===== src/hw/bmfs_defs.vh =====
// Constants for the bridge mode and fault supervisor
`ifndef BMFS_DEFS_VH
`define BMFS_DEFS_VH
// Timing figures in nanoseconds, clock period in nanoseconds
`define BMFS_CLK_NS 40
`define BMFS_WAKE_NS 1000000
`define BMFS_SLEEP_NS 1000000
`define BMFS_RETRY_NS 1600000
`define BMFS_PUP_FLAG_NS 10000
`define BMFS_OLD_TEST_NS 400000
// Derived cycle counts (least times round up)
`define BMFS_WAKE_CYC ((`BMFS_WAKE_NS + `BMFS_CLK_NS - 1) / `BMFS_CLK_NS)
`define BMFS_SLEEP_CYC ((`BMFS_SLEEP_NS + `BMFS_CLK_NS - 1) / `BMFS_CLK_NS)
`define BMFS_RETRY_CYC ((`BMFS_RETRY_NS + `BMFS_CLK_NS - 1) / `BMFS_CLK_NS)
`define BMFS_PUP_FLAG_CYC (`BMFS_PUP_FLAG_NS / `BMFS_CLK_NS)
`define BMFS_OLD_TEST_CYC (`BMFS_OLD_TEST_NS / `BMFS_CLK_NS)
// Interface mode encodings
`define BMFS_IF_4PIN 2'h0
`define BMFS_IF_2PIN 2'h1
`define BMFS_IF_PAR 2'h2
`define BMFS_IF_IND 2'h3
// Load type for the open-load test
`define BMFS_LOAD_BRIDGE 2'h0
`define BMFS_LOAD_TO_SUPPLY 2'h1
`define BMFS_LOAD_TO_GND 2'h2
`endif


===== src/hw/bmfs_sync.v =====
// Two-stage synchroniser for a single level
`timescale 1ns/100ps
module bmfs_sync (
    input wire clk_i,
    input wire rstn_i,
    input wire d_i,
    output reg q_o
);
    reg meta_reg;

    // First stage feeds only the second stage
    always @(posedge clk_i) begin
        if (!rstn_i) begin
            meta_reg <= 1'b0;
            q_o <= 1'b0;
        end else begin
            meta_reg <= d_i;
            q_o <= meta_reg;
        end
    end
endmodule


===== src/hw/bmfs_top.v =====
// Sleep, wake and fault supervision for a dual H-bridge driver
`timescale 1ns/100ps
`include "bmfs_defs.vh"

// Notes on behaviour
// - Sleep pin low: pump, regulators off, outputs Hi-Z
// - Sleep pin high returns to operating automatically
// - Fault flag pulses briefly at power-up
// - Sleep completes only after sleep entry delay
// - Any of four faults enters fault mode
// - Bridge state per fault; all faults flag
// - Undervoltage: both bridges Hi-Z, circuits off, auto-recover
// - Overcurrent tri-states per interface, retries after delay
// - Open load two-pin/parallel: bridges keep running
// - Open load independent: half-bridge keeps running
// - Open load flag held until reset cycle
// - Over-temperature: both bridges Hi-Z until cooled
// - Supply load: sink current, low comparator proves load
// - Ground load: source current, high comparator decides
// - Open-load test at power-up and wake, in time
module bmfs_top #(
    parameter WAKE_CYC = `BMFS_WAKE_CYC,
    parameter SLEEP_CYC = `BMFS_SLEEP_CYC,
    parameter RETRY_CYC = `BMFS_RETRY_CYC,
    parameter PUP_CYC = `BMFS_PUP_FLAG_CYC,
    parameter OLD_CYC = `BMFS_OLD_TEST_CYC,
    parameter CW = 17
) (
    input wire clk_i,
    input wire rstn_i,
    input wire sleep_bar_i,
    input wire [1:0] if_mode_i,
    input wire [1:0] load_type_i,
    input wire supply_low_i,
    input wire [3:0] oc_half_i,
    input wire thermal_hot_i,
    input wire thermal_cool_i,
    input wire output_one_low_side_sense_i,
    input wire output_one_high_side_sense_i,
    input wire [3:0] old_bridge_open_i,
    output reg fault_flag_n_out_o,
    output reg [3:0] half_enable_o,
    output reg circuits_on_o,
    output reg ready_o,
    output reg output_one_sink_o,
    output reg output_one_source_o,
    output reg open_load_fault_o,
    output reg overcurrent_trip_o,
    output reg thermal_trip_o
);
    // ****************************************************************
    // States
    // ****************************************************************
    localparam [4:0] ST_SLEEP = 5'h01;
    localparam [4:0] ST_WAKE = 5'h02;
    localparam [4:0] ST_RUN = 5'h04;
    localparam [4:0] ST_SLEEPING = 5'h08;
    localparam [4:0] ST_LOCKOUT = 5'h10;

    reg [4:0] state_reg, state_next;
    reg [CW-1:0] cnt_reg, cnt_next;
    reg [CW-1:0] retry_reg, retry_next;
    reg [CW-1:0] pup_reg, pup_next;
    reg [3:0] oc_reg, oc_next;
    reg old_reg, old_next;
    reg hot_reg, hot_next;
    reg testing_reg, testing_next;
    reg pwr_first_reg;
    wire sleep_bar_s;
    reg [3:0] oc_mask;
    reg old_hit;

    // Truncates an integer cycle count to the counter width
    function [CW-1:0] cyc;
        input integer n;
        begin
            cyc = n[CW-1:0];
        end
    endfunction

    // ****************************************************************
    // Sleep pin synchroniser
    // ****************************************************************
    bmfs_sync u_sync (
        .clk_i(clk_i),
        .rstn_i(rstn_i),
        .d_i(sleep_bar_i),
        .q_o(sleep_bar_s)
    );

    // Half-bridges to drop on overcurrent per interface mode
    always @* begin
        case (if_mode_i)
            `BMFS_IF_PAR: oc_mask = (|oc_reg) ? 4'hF : 4'h0;
            `BMFS_IF_IND: oc_mask = oc_reg;
            default: oc_mask = {{2{|oc_reg[3:2]}}, {2{|oc_reg[1:0]}}};
        endcase
    end

    // Open-load verdict per load type
    always @* begin
        case (load_type_i)
            `BMFS_LOAD_TO_SUPPLY:
                old_hit = ~output_one_low_side_sense_i;
            `BMFS_LOAD_TO_GND:
                old_hit = ~output_one_high_side_sense_i;
            default: old_hit = |old_bridge_open_i;
        endcase
    end

    // ****************************************************************
    // Next-state logic
    // ****************************************************************
    always @* begin
        state_next = state_reg;
        cnt_next = cnt_reg;
        retry_next = retry_reg;
        oc_next = oc_reg;
        old_next = old_reg;
        testing_next = testing_reg;
        pup_next = (pup_reg != {CW{1'b0}}) ? pup_reg - 1'b1 : pup_reg;
        // Over-temperature sets on hot, clears once cooled by hysteresis
        if (thermal_hot_i)
            hot_next = 1'b1;
        else if (thermal_cool_i)
            hot_next = 1'b0;
        else
            hot_next = hot_reg;
        // Overcurrent latches and retries after the delay
        if (oc_reg != 4'h0) begin
            // Resample at retry; a standing fault waits a full delay again
            if (retry_reg == {CW{1'b0}}) begin
                oc_next = oc_half_i;
                retry_next = cyc(RETRY_CYC) - 1'b1;
            end else
                retry_next = retry_reg - 1'b1;
        end else if (oc_half_i != 4'h0) begin
            oc_next = oc_half_i;
            retry_next = cyc(RETRY_CYC) - 1'b1;
        end
        case (state_reg)
            ST_SLEEP: begin
                if (sleep_bar_s) begin
                    state_next = ST_WAKE;
                    cnt_next = cyc(WAKE_CYC) - 1'b1;
                    testing_next = 1'b1;
                    old_next = 1'b0;
                end
            end
            ST_WAKE: begin
                if (testing_reg && cnt_reg == cyc(WAKE_CYC - OLD_CYC)) begin
                    testing_next = 1'b0;
                    old_next = old_hit;
                end
                if (!sleep_bar_s) begin
                    state_next = ST_SLEEPING;
                    cnt_next = cyc(SLEEP_CYC) - 1'b1;
                    testing_next = 1'b0;
                end else if (cnt_reg == {CW{1'b0}})
                    state_next = ST_RUN;
                else
                    cnt_next = cnt_reg - 1'b1;
            end
            ST_RUN: begin
                if (!sleep_bar_s) begin
                    state_next = ST_SLEEPING;
                    cnt_next = cyc(SLEEP_CYC) - 1'b1;
                end
            end
            ST_SLEEPING: begin
                if (sleep_bar_s)
                    state_next = ST_RUN;
                else if (cnt_reg == {CW{1'b0}})
                    state_next = ST_SLEEP;
                else
                    cnt_next = cnt_reg - 1'b1;
            end
            ST_LOCKOUT: begin
                if (!supply_low_i) begin
                    state_next = ST_WAKE;
                    cnt_next = cyc(WAKE_CYC) - 1'b1;
                end
            end
            default: state_next = ST_SLEEP;
        endcase
        // Undervoltage wins over every other mode
        if (supply_low_i) begin
            state_next = ST_LOCKOUT;
            testing_next = 1'b0;
        end
        // Power-up pulse of the flag
        if (pwr_first_reg)
            pup_next = cyc(PUP_CYC);
    end

    // ****************************************************************
    // Registers and outputs
    // ****************************************************************
    always @(posedge clk_i) begin
        if (!rstn_i) begin
            state_reg <= ST_SLEEP;
            cnt_reg <= {CW{1'b0}};
            retry_reg <= {CW{1'b0}};
            pup_reg <= {CW{1'b0}};
            oc_reg <= 4'h0;
            old_reg <= 1'b0;
            hot_reg <= 1'b0;
            testing_reg <= 1'b0;
            pwr_first_reg <= 1'b1;
            fault_flag_n_out_o <= 1'b1;
            half_enable_o <= 4'h0;
            circuits_on_o <= 1'b0;
            ready_o <= 1'b0;
            output_one_sink_o <= 1'b0;
            output_one_source_o <= 1'b0;
            open_load_fault_o <= 1'b0;
            overcurrent_trip_o <= 1'b0;
            thermal_trip_o <= 1'b0;
        end else begin
            state_reg <= state_next;
            cnt_reg <= cnt_next;
            retry_reg <= retry_next;
            pup_reg <= pup_next;
            oc_reg <= oc_next;
            old_reg <= old_next;
            hot_reg <= hot_next;
            testing_reg <= testing_next;
            pwr_first_reg <= 1'b0;
            // All faults and the power-up pulse pull the flag low
            fault_flag_n_out_o <= ~(supply_low_i | (|oc_next) | old_next |
                hot_next | (pup_next != {CW{1'b0}}));
            // Sleep and lockout shut circuits; others keep them on
            circuits_on_o <= ~state_next[0] & ~state_next[4];
            // Bridges only in run or during sleep entry delay
            if (state_next == ST_RUN || state_next == ST_SLEEPING)
                half_enable_o <= hot_next ? 4'h0 : ~oc_mask;
            else
                half_enable_o <= 4'h0;
            ready_o <= (state_next == ST_RUN);
            // Test current per load type; open load never stops bridges
            output_one_sink_o <= testing_next &
                (load_type_i == `BMFS_LOAD_TO_SUPPLY);
            output_one_source_o <= testing_next &
                (load_type_i != `BMFS_LOAD_TO_SUPPLY);
            open_load_fault_o <= old_next;
            overcurrent_trip_o <= |oc_next;
            thermal_trip_o <= hot_next;
        end
    end
endmodule


===== config.mk =====
export PLATFORM = sky130hd
export DESIGN_NAME = bmfs_top
export DESIGN_NICKNAME = d
export VERILOG_FILES = /design/src/hw/bmfs_sync.v /design/src/hw/bmfs_top.v
export VERILOG_INCLUDE_DIRS = /design/src /design/src/hw
export SDC_FILE = /design/constraint.sdc
export NUM_CORES = 1
export LEC_CHECK = 0
export BUFFER_PORTS_ARGS = -buffer_cell sky130_fd_sc_hd__buf_2
export CAP_MARGIN = 20
export CORE_UTILIZATION = 53
export CTS_CLUSTER_DIAMETER = 100
export DETAILED_ROUTE_END_ITERATION = 8
export GPL_ROUTABILITY_DRIVEN = 0
export PLACE_DENSITY_LB_ADDON = 0.12
export SKIP_CTS_REPAIR_TIMING = 1
export SYNTH_ARGS = -nofsm -noshare
export SYNTH_HDL_FRONTEND = slang
export SYNTH_SLANG_ARGS = --single-unit
export TNS_END_PERCENT = 30

===== constraint.sdc =====
create_clock -name clk_i -period 3.4 [get_ports clk_i]
set_clock_uncertainty 0.2 [all_clocks]
set_input_delay 0.51 -clock clk_i [delete_from_list [all_inputs] [get_ports clk_i]]
set_output_delay 0.51 -clock clk_i [all_outputs]
set_load 0.005 [all_outputs]

---- Yosys cells after proc, flatten, opt, wreduce, memory -nomap -nowiden ----
Index checks and enable logic that the tools add are counted.
word-level totals
  bits of input ports ..................... 20
  output and inout bits ................... 12
  word-level logic and storage cells ...... 107
  flip-flop bits (word level) ............. 76
operators by class
  reductions and logical operators ........ 17
  add/sub/neg operators ................... 3
  bitwise logic cells ..................... 15
  eq/ne operators ......................... 17
  multiplexer cells ....................... 37
operator list
  cell                                                                   number
  17-bit 2-to-1 mux                                                      11
  17-bit case mux with 5 select lines                                    1
  17-bit by 1-bit subtractor with 17-bit output (second input constant)  3
  5-bit 2-to-1 mux                                                       7
  17-bit zero test                                                       2
  17-bit nonzero test                                                    2
  5-bit case mux with 5 select lines                                     1
  17-bit by 14-bit == test with 1-bit output (second input constant)     1
  4-bit 2-to-1 mux                                                       4
  4-bit OR reduction                                                     3
  5-bit by 3-bit == test with 1-bit output (second input constant)       2
  5-bit by 4-bit == test with 1-bit output (second input constant)       2
  1-bit 2-to-1 mux                                                       9
  4-bit case mux with 2 select lines                                     1
  4-bit nonzero test                                                     2
  1-bit inverter                                                         7
  2-bit == test (second input constant)                                  3
  2-bit inequality test (second input constant)                          3
  1-bit case mux with 2 select lines                                     3
  5-bit by 1-bit == test with 1-bit output (second input constant)       1
  5-bit by 2-bit == test with 1-bit output (second input constant)       1
  5-bit == test (second input constant)                                  1
  5-bit AND reduction                                                    1
  5-bit nonzero test                                                     1
  other kinds (10)                                                       17

---- Longest topological paths before layout ----
Gate-level depths: netlist of run 1.
  depth after elaboration ................. 9
  depth in mapped cells ................... 10
  mapped depth without buffers ............ 8

---- By module ----
A second synthesis of run 1 with hierarchy kept.
unflattened totals
  cell total of the unflattened synthesis .. 515
  area, all modules ....................... 4116.4 sq um
by module, submodules not included
  module     times used  cells an instance  area an instance (sq um)  seq. area each (sq um)
  bmfs_top   1           511                4063.9                    1481.4
  bmfs_sync  1           4                  52.6                      40.0

---- Worst setup path after synthesis of run 1 ----
Ideal clock, no wire load.
  path type ............................... reg2reg
  start ................................... reg pup_reg[0]
  end ..................................... reg fault_flag_n_out_o
  clock period less this slack ............ 2.637 ns
  setup time .............................. 0.116 ns
  buffers on the path ..................... 0
  data required time ...................... 3.084 ns
  setup slack ............................. 0.763 ns
  cell stages (with the launch flop) ...... 9
  arrival ................................. 2.320 ns
  cells stage by stage .................... dfxtp_1 -> inv_1 -> ha_1 -> nor3b_1 -> nand3_1 -> nor2_1 -> mux2_2 -> and4_1 -> a41o_1
on the way
  word-level cells in the longest chain between the ends .. 6
  elaborated cells on any way between the ends .. 7
  those cells by class .................... add/sub: 1; mux: 2; bitwise: 2; reduce/logical: 2
RTL lines
  element                                                                                      RTL line        text
  from (decl)                                                                                  bmfs_top.v:63   reg [CW-1:0] pup_reg, pup_next;
  from (signal assigned)                                                                       bmfs_top.v:204  pup_reg <= {CW{1'b0}};
  from (signal assigned)                                                                       bmfs_top.v:223  pup_reg <= pup_next;
  17-bit by 1-bit subtractor with 17-bit output / 17-bit nonzero test (equally long branches)  bmfs_top.v:121  pup_next = (pup_reg != {CW{1'b0}}) ? pup_reg - 1'b1 : pup_reg;
  17-bit 2-to-1 mux *                                                                          bmfs_top.v:121
  17-bit 2-to-1 mux *                                                                          bmfs_top.v:192  if (pwr_first_reg)
  17-bit nonzero test *                                                                        bmfs_top.v:231  hot_next | (pup_next != {CW{1'b0}}));
  1-bit OR *                                                                                   bmfs_top.v:231
  1-bit inverter *                                                                             bmfs_top.v:230  fault_flag_n_out_o <= ~(supply_low_i | (|oc_next) | old_next |
  to (signal assigned)                                                                         bmfs_top.v:230
  to (decl)                                                                                    bmfs_top.v:41   output reg fault_flag_n_out_o,
Every way passes the cells marked *; elsewhere a longest branch is shown, timed or not.
A chain may end at the register's enable or synchronous reset.

---- Worst setup path after layout of run 1 ----
  start ................................... reg retry_reg[0]
  end ..................................... reg fault_flag_n_out_o
on the way
  word-level cells in the longest chain between the ends .. 9
RTL lines
  element                 RTL line        text
  from (decl)             bmfs_top.v:62   reg [CW-1:0] retry_reg, retry_next;
  from (signal assigned)  bmfs_top.v:203  retry_reg <= {CW{1'b0}};
  from (signal assigned)  bmfs_top.v:222  retry_reg <= retry_next;
  17-bit zero test        bmfs_top.v:132  if (retry_reg == {CW{1'b0}}) begin
  4-bit 2-to-1 mux        bmfs_top.v:132
  4-bit 2-to-1 mux        bmfs_top.v:130  if (oc_reg != 4'h0) begin
  4-bit OR reduction      bmfs_top.v:230
  1-bit OR (3 in series)  bmfs_top.v:230
  1-bit OR                bmfs_top.v:231
  1-bit inverter          bmfs_top.v:230
Every way passes these cells.

==> results of run 1 <==
-- layout by cell type, fill, tap and decap left out, types with 5 or more instances in the layout --
cell      count
xnor2_1       8
buf_2        31
dfxtp_1      76
and2_1        8
nor3_1       23
inv_1        19
or4_1        11
a21oi_1      38
xor2_1        6
nand3_1       7
nor4_1       17
ha_1          6
a31oi_1       6
nor3b_1       8
nand2b_1     12
o21ai_0      27
nor2_1       42
a311oi_1      5
nor2b_1       9
o31ai_1       7
or3_1        20
nand2_1      33
clkbuf_8     10
buf_4         6
-- stage by stage --
stage,setup WS (ns),cells
final,0.546,605
after global routing,0.375,605
after CTS,0.603,605
after detailed placement,0.636,589
after global placement,0.644,589
after floorplan,0.763,476
-- cells in the mapped netlist (3+ instances only) --
cell / number
a211o_1: 4
a21o_1: 4
a21oi_1: 38
a311oi_1: 5
a31oi_1: 6
and2_1: 8
and3_1: 3
and3b_1: 3
buf_2: 4
buf_6: 3
clkbuf_1: 13
dfxtp_1: 76
ha_1: 6
inv_1: 19
nand2_1: 33
nand2b_1: 12
nand3_1: 7
nand3b_1: 3
nand4_1: 4
nor2_1: 42
nor2b_1: 9
nor3_1: 23
nor3b_1: 8
nor4_1: 17
o21a_1: 4
o21ai_0: 27
o31ai_1: 7
or3_1: 20
or4_1: 11
xnor2_1: 8
xor2_1: 6
-- worst max-delay path, cell delays in order (launching register included) --
cell	delay, ns
dfxtp_1	0.34
inv_1	0.06
ha_1	0.18
or3b_2	0.52
nor3_2	0.36
a21o_1	0.43
nand2_1	0.10
nor4_1	0.39
a41o_1	0.22
-- power breakdown --
part / internal (mW) / switching (mW)
Clock: 0.281 / 0.340
Sequential: 1.01 / 0.137
Combinational: 0.351 / 0.479
-- cell families (layout without fill, tap and decap cells) --
| family | after synthesis | after routing | share of synthesized area (%) |
|---|---|---|---|
| buf+inv | 39 | 72 | 4.45 |
| mux | 3 | 3 | 0.801 |
| fa+ha+maj | 6 | 6 | 1.92 |
| flops | 76 | 76 | 38.9 |
| xor+xnor | 14 | 14 | 3.14 |
| compound gates | 121 | 121 | 19.8 |
| simple gates | 217 | 217 | 30.9 |
-- worst paths after layout --
kind	endpoint	startpoint	cells after the start
max	fault_flag_n_out_o	retry_reg[0]	8
min	u_sync.meta_reg	sleep_bar_i	2
max reg2reg	fault_flag_n_out_o	retry_reg[0]	8
min reg2reg	u_sync.q_o	u_sync.meta_reg	1
-- final cells by class --
class	count	area, sq um
Timing Repair Buffer	37	200
Inverter	19	71.3
Multi-Input combinational cell	361	2210
Clock inverter	6	40.0
Clock buffer	10	138
Sequential cell	76	1520
Fill cell	621	2640
Tap cell	96	120
-- per-layer routing --
layer  up-vias  part of all wire, %  wire length (microns)  GRT usage, %
li1       1808                    -                      -             -
met1      1632                   49                   4140          32.5
met2        84                   45                   3870          35.5
met3        19                  4.1                    347          5.18
met4         0                  2.0                    169          10.6
met5         -                    0                      0             0
==> summary.md, run 1 <==
| Metric | Value |
|---|---|
| Minimum clock period | `2.85 ns` |
| Total chip power | `2.60 mW` |
| Worst-margin pin slew | `0.856 ns` |
| Hpwl dp | `6080 microns` |
| Die X | `87.9 microns` |
| Reg-to-reg setup timing slack | `0.55 ns` |
| Clk_lat worst skew | `0.36 ns` |
| Detailed Route WL | `8520 microns` |
| # DRC | `0` |
| FP Rows | `30` |
| Leakage | `1.66 nW` |
| WL/cell | `14.1 microns` |
| Syn_nets | `502` |
| Hold crit path type | `input pin to flop` |
| ANT nets after route | `0` |
| Max VDD drop | `405 uV` |
| Post-synthesis cell type count | `61` |
| Yosys reg bits | `76` |
| Dpl cell area | `0.00412 sq mm` |
| Vias/cell | `5.86` |
| I/O Buffers | `31` |
| TritonCTS buffer count | `9` |
| WP data required | `3.50 ns` |
| # setup viols final | `0` |
| Worst hold slack | `0.157 ns` |
| Final Slew Violations | `0` |
| Post-route cell area | `0.00430 sq mm` |
| Ys Warns | `0` |
| Root Driver | `clkbuf_8` |
| Die area | `0.00772 sq mm` |
| Setup tns final | `0 ns` |
| Ys async rst share | `0%` |
| Largest net degree at the start of global routing | `40` |
| Overflow after GRT | `0` |
| CTS clk-pin slew, worst paths | `0.08 ns` |
| Initial antenna violation count | `0` |
| Layout Nets | `530` |
| Register area share after synthesis | `38.9%` |
| EDFF count, synth | `0` |
| Htree depth | `3` |
| Top cell type's share of synthesized area | `38.9%` |
| Vias in the first global route | `3057` |
| Worst Setup Start Kind | `flop` |
| TritonCTS clock tree | `built` |
| Final hold vios | `0` |
| Unrepaired setup endpoints after global routing | `no` |
| Final core utilization | `61.9%` |
| Crit Path Category | `flop to flop` |
| First-pass GRT wire length | `14200 microns` |
| Power Density | `604 mW/mm^2` |
| Vias post-DR | `3543` |
| Ant. Diodes | `0` |
| Area Growth Syn to Fin | `10.1%` |
| Drt pass-1 iters | `4` |
| Status | `completed` |
| Initial Util | `56.3%` |
| First DRT Iteration DRCs | `133` |
| Share of layout cells above drive strength 1 | `12.6%` |
| Cell taking the most area after synthesis | `dfxtp_1` |
| Max clock buf depth | `2` |
| Mapped cell area | `0.00391 sq mm` |
| Fmax | `0.350 GHz` |
| CP arrival | `2.96 ns` |
| I/O pin count | `32` |
| Period utilization | `83.9%` |
| Clock sink total | `76` |
| Synth area leaders | `dfxtp_1 39%, a21oi_1 4.9%, nor2_1 4.0%, o21ai_0 3.5%, or3_1 3.2%` |
| Die Ht | `87.9 microns` |
| Syn avg cell area | `8.21 sq um` |
| Setup crit end kind | `flop` |
| Ys flop type | `dfxtp_1` |
| Max-capacitance violation count | `0` |
| Core footprint | `0.00694 sq mm` |
| CP max FO | `15` |
| Mapped Cells | `476` |
| Total GRT Usage | `23.6%` |
| Slew HR | `43.0%` |
Power figures use the tool's default switching activity.
==> run 2: changes to the inputs <==
- clock period: 3.4 -> 2.5 ns (I/O delays scaled with it)
==> run 2 against run 1 <==
  * Register-to-register slack got worse by 0.49 ns
  * Clock-buffer cell count rose by 3
  * Fmax rose by 17%
  * Die area did not move
  * Core utilization rose by 6.9 points
  * Total power rose by 46%
  * Design area rose by 11%
  * Clock power rose by 35%
  * Worst hold slack got worse by 0.10 ns
  * Largest cell class unchanged
==> summary.md, run 2 (same netlist as run 1, synthesis figures left out) <==
| Metric | Value |
|---|---|
| Slew HR | `61.7% (was 43.0%)` |
| Die Ht | `87.9 microns (unchanged)` |
| Pint | `2.44 mW (was 1.64 mW)` |
| Max-capacitance violation count | `0 (unchanged)` |
| Unrepaired setup endpoints after global routing | `yes (was no)` |
| Fmax | `0.409 GHz (was 0.350 GHz)` |
| WL/cell | `15.5 microns (was 14.1 microns)` |
| I/O Buffers | `31 (unchanged)` |
| Final Slew Violations | `0 (unchanged)` |
| # setup viols final | `0 (unchanged)` |
| Die area | `0.00772 sq mm (unchanged)` |
| First DRT Iteration DRCs | `137 (was 133)` |
| Gate power share | `37.0% (was 31.9%)` |
| First-pass GRT wire length | `15700 microns (was 14200 microns)` |
| Reg-to-reg setup timing slack | `0.05 ns (was 0.55 ns)` |
| Vias in the first global route | `3489 (was 3057)` |
| Total GRT Usage | `26.1% (was 23.6%)` |
| I/O pin count | `32 (unchanged)` |
| Max VDD drop | `633 uV (was 405 uV)` |
| Final hold vios | `0 (unchanged)` |
| Fillers | `570 (was 621)` |
| # DRC | `0 (unchanged)` |
| Vias post-DR | `3874 (was 3543)` |
| Setup crit end kind | `flop (unchanged)` |
| Initial antenna violation count | `0 (unchanged)` |
| FP Rows | `30 (unchanged)` |
| Crit Path Category | `flop to flop (unchanged)` |
| Hold crit path type | `input pin to flop (unchanged)` |
| Drt pass-1 iters | `5 (was 4)` |
| Vias/cell | `5.96 (was 5.86)` |
| Most frequent cells in the layout | `70 x dfxtp_1, 50 x buf_4, 42 x nor2_1 (was 76 x dfxtp_1, 42 x nor2_1, 38 x a21oi_1)` |
| Area of the multi-input gates | `0.00235 sq mm (was 0.00221 sq mm)` |
| Final core utilization | `68.9% (was 61.9%)` |
| Largest net degree at the start of global routing | `40 (unchanged)` |
| Sequential power share | `40.9% (was 44.1%)` |
| Status | `completed (unchanged)` |
| ANT nets after route | `0 (unchanged)` |
| TritonCTS buffer count | `9 (unchanged)` |
| CP max FO | `3 (was 15)` |
| Clock sink total | `76 (unchanged)` |
| Clk_lat worst skew | `0.35 ns (was 0.36 ns)` |
| Power Density | `795 mW/mm^2 (was 604 mW/mm^2)` |
| Leakage | `1.92 nW (was 1.66 nW)` |
| Share of layout cells above drive strength 1 | `25.1% (was 12.6%)` |
| Hpwl dp | `6950 microns (was 6080 microns)` |
| Root Driver | `clkbuf_8 (unchanged)` |
| Detailed Route WL | `10100 microns (was 8520 microns)` |
| Worst-margin pin slew | `0.570 ns (was 0.856 ns)` |
| Minimum clock period | `2.45 ns (was 2.85 ns)` |
| CP arrival | `2.49 ns (was 2.96 ns)` |
| Max clock buf depth | `2 (unchanged)` |
| Storage element area | `0.00153 sq mm (was 0.00152 sq mm)` |
| Area Growth Syn to Fin | `22.5% (was 10.1%)` |
| Die X | `87.9 microns (unchanged)` |
| Switching part of the total | `35.9% (was 36.8%)` |
| Initial Util | `56.3% (unchanged)` |
| Most common cell after layout, fill and taps aside | `dfxtp_1 (unchanged)` |
| Core footprint | `0.00694 sq mm (unchanged)` |
| Setup tns final | `0 ns (unchanged)` |
| Worst Setup Start Kind | `flop (unchanged)` |
| Period utilization | `97.8% (was 83.9%)` |
| Worst hold slack | `0.0519 ns (was 0.157 ns)` |
| TritonCTS clock tree | `built (unchanged)` |
| CTS clk-pin slew, worst paths | `0.08 ns (about the same)` |
| Ant. Diodes | `0 (unchanged)` |
| Layout Nets | `576 (was 530)` |
| WP data required | `2.54 ns (was 3.50 ns)` |
| Total net switching power | `1.36 mW (was 0.957 mW)` |
| Htree depth | `3 (unchanged)` |
| Overflow after GRT | `0 (unchanged)` |
| Clock power frac | `22.1% (was 23.9%)` |
## run 2: final cells by class
type                            count  area share [%]
Clock buffer                       13            3.32
Clock inverter                      2           0.209
Inverter                           19            1.49
Multi-Input combinational cell    362            49.1
Sequential cell                    76            32.1
Tap cell                           96            2.51
Timing Repair Buffer               82            11.3
## run 2: power groups by stage
| stage | logic, mW | registers [mW] | clock network (mW) |
|---|---|---|---|
| detailed placement | 1.29 | 1.57 | 0 |
| CTS | 1.30 | 1.54 | 0.863 |
| finish | 1.41 | 1.56 | 0.840 |
| global placement | 1.26 | 1.56 | 0 |
| floorplan | 0.931 | 1.52 | 0 |
| global route | 1.58 | 1.58 | 0.898 |
## run 2: metal layers
layer  global-route usage (%)  part of all wire [%]
met5                        0                     0
met3                     6.97                   6.3
met4                     10.3                   2.6
met1                     33.2                    43
met2                     42.3                    48
## run 2: worst max-delay path, cell delays in order, from the launching register on
cell and delay (ns):
dfxtp_1 0.31, inv_1 0.08, ha_2 0.17, or3b_4 0.37
buf_4 0.15, or3_4 0.34, or3_4 0.33, o2111ai_2 0.09
nor4_2 0.06, a41o_1 0.23
## run 2: per-stage QoR
step           power (mW)  cells  area (sq um)  worst slack, ns
6_report             3.80    650          4780           0.0542
4_1_cts              3.70    643          4590           -0.129
3_5_place_dp         2.86    628          4420           -0.117
2_1_floorplan        2.45    476          3910           0.0353
3_3_place_gp         2.82    628          4420          -0.0146
5_1_grt              4.06    650          4780          -0.0654
## run 2: worst paths after layout
check / start / to / cells after the start
max: pup_reg[0] / fault_flag_n_out_o / 9
min: sleep_bar_i / u_sync.meta_reg / 2
max reg2reg: pup_reg[0] / fault_flag_n_out_o / 9
min reg2reg: u_sync.meta_reg / u_sync.q_o / 1
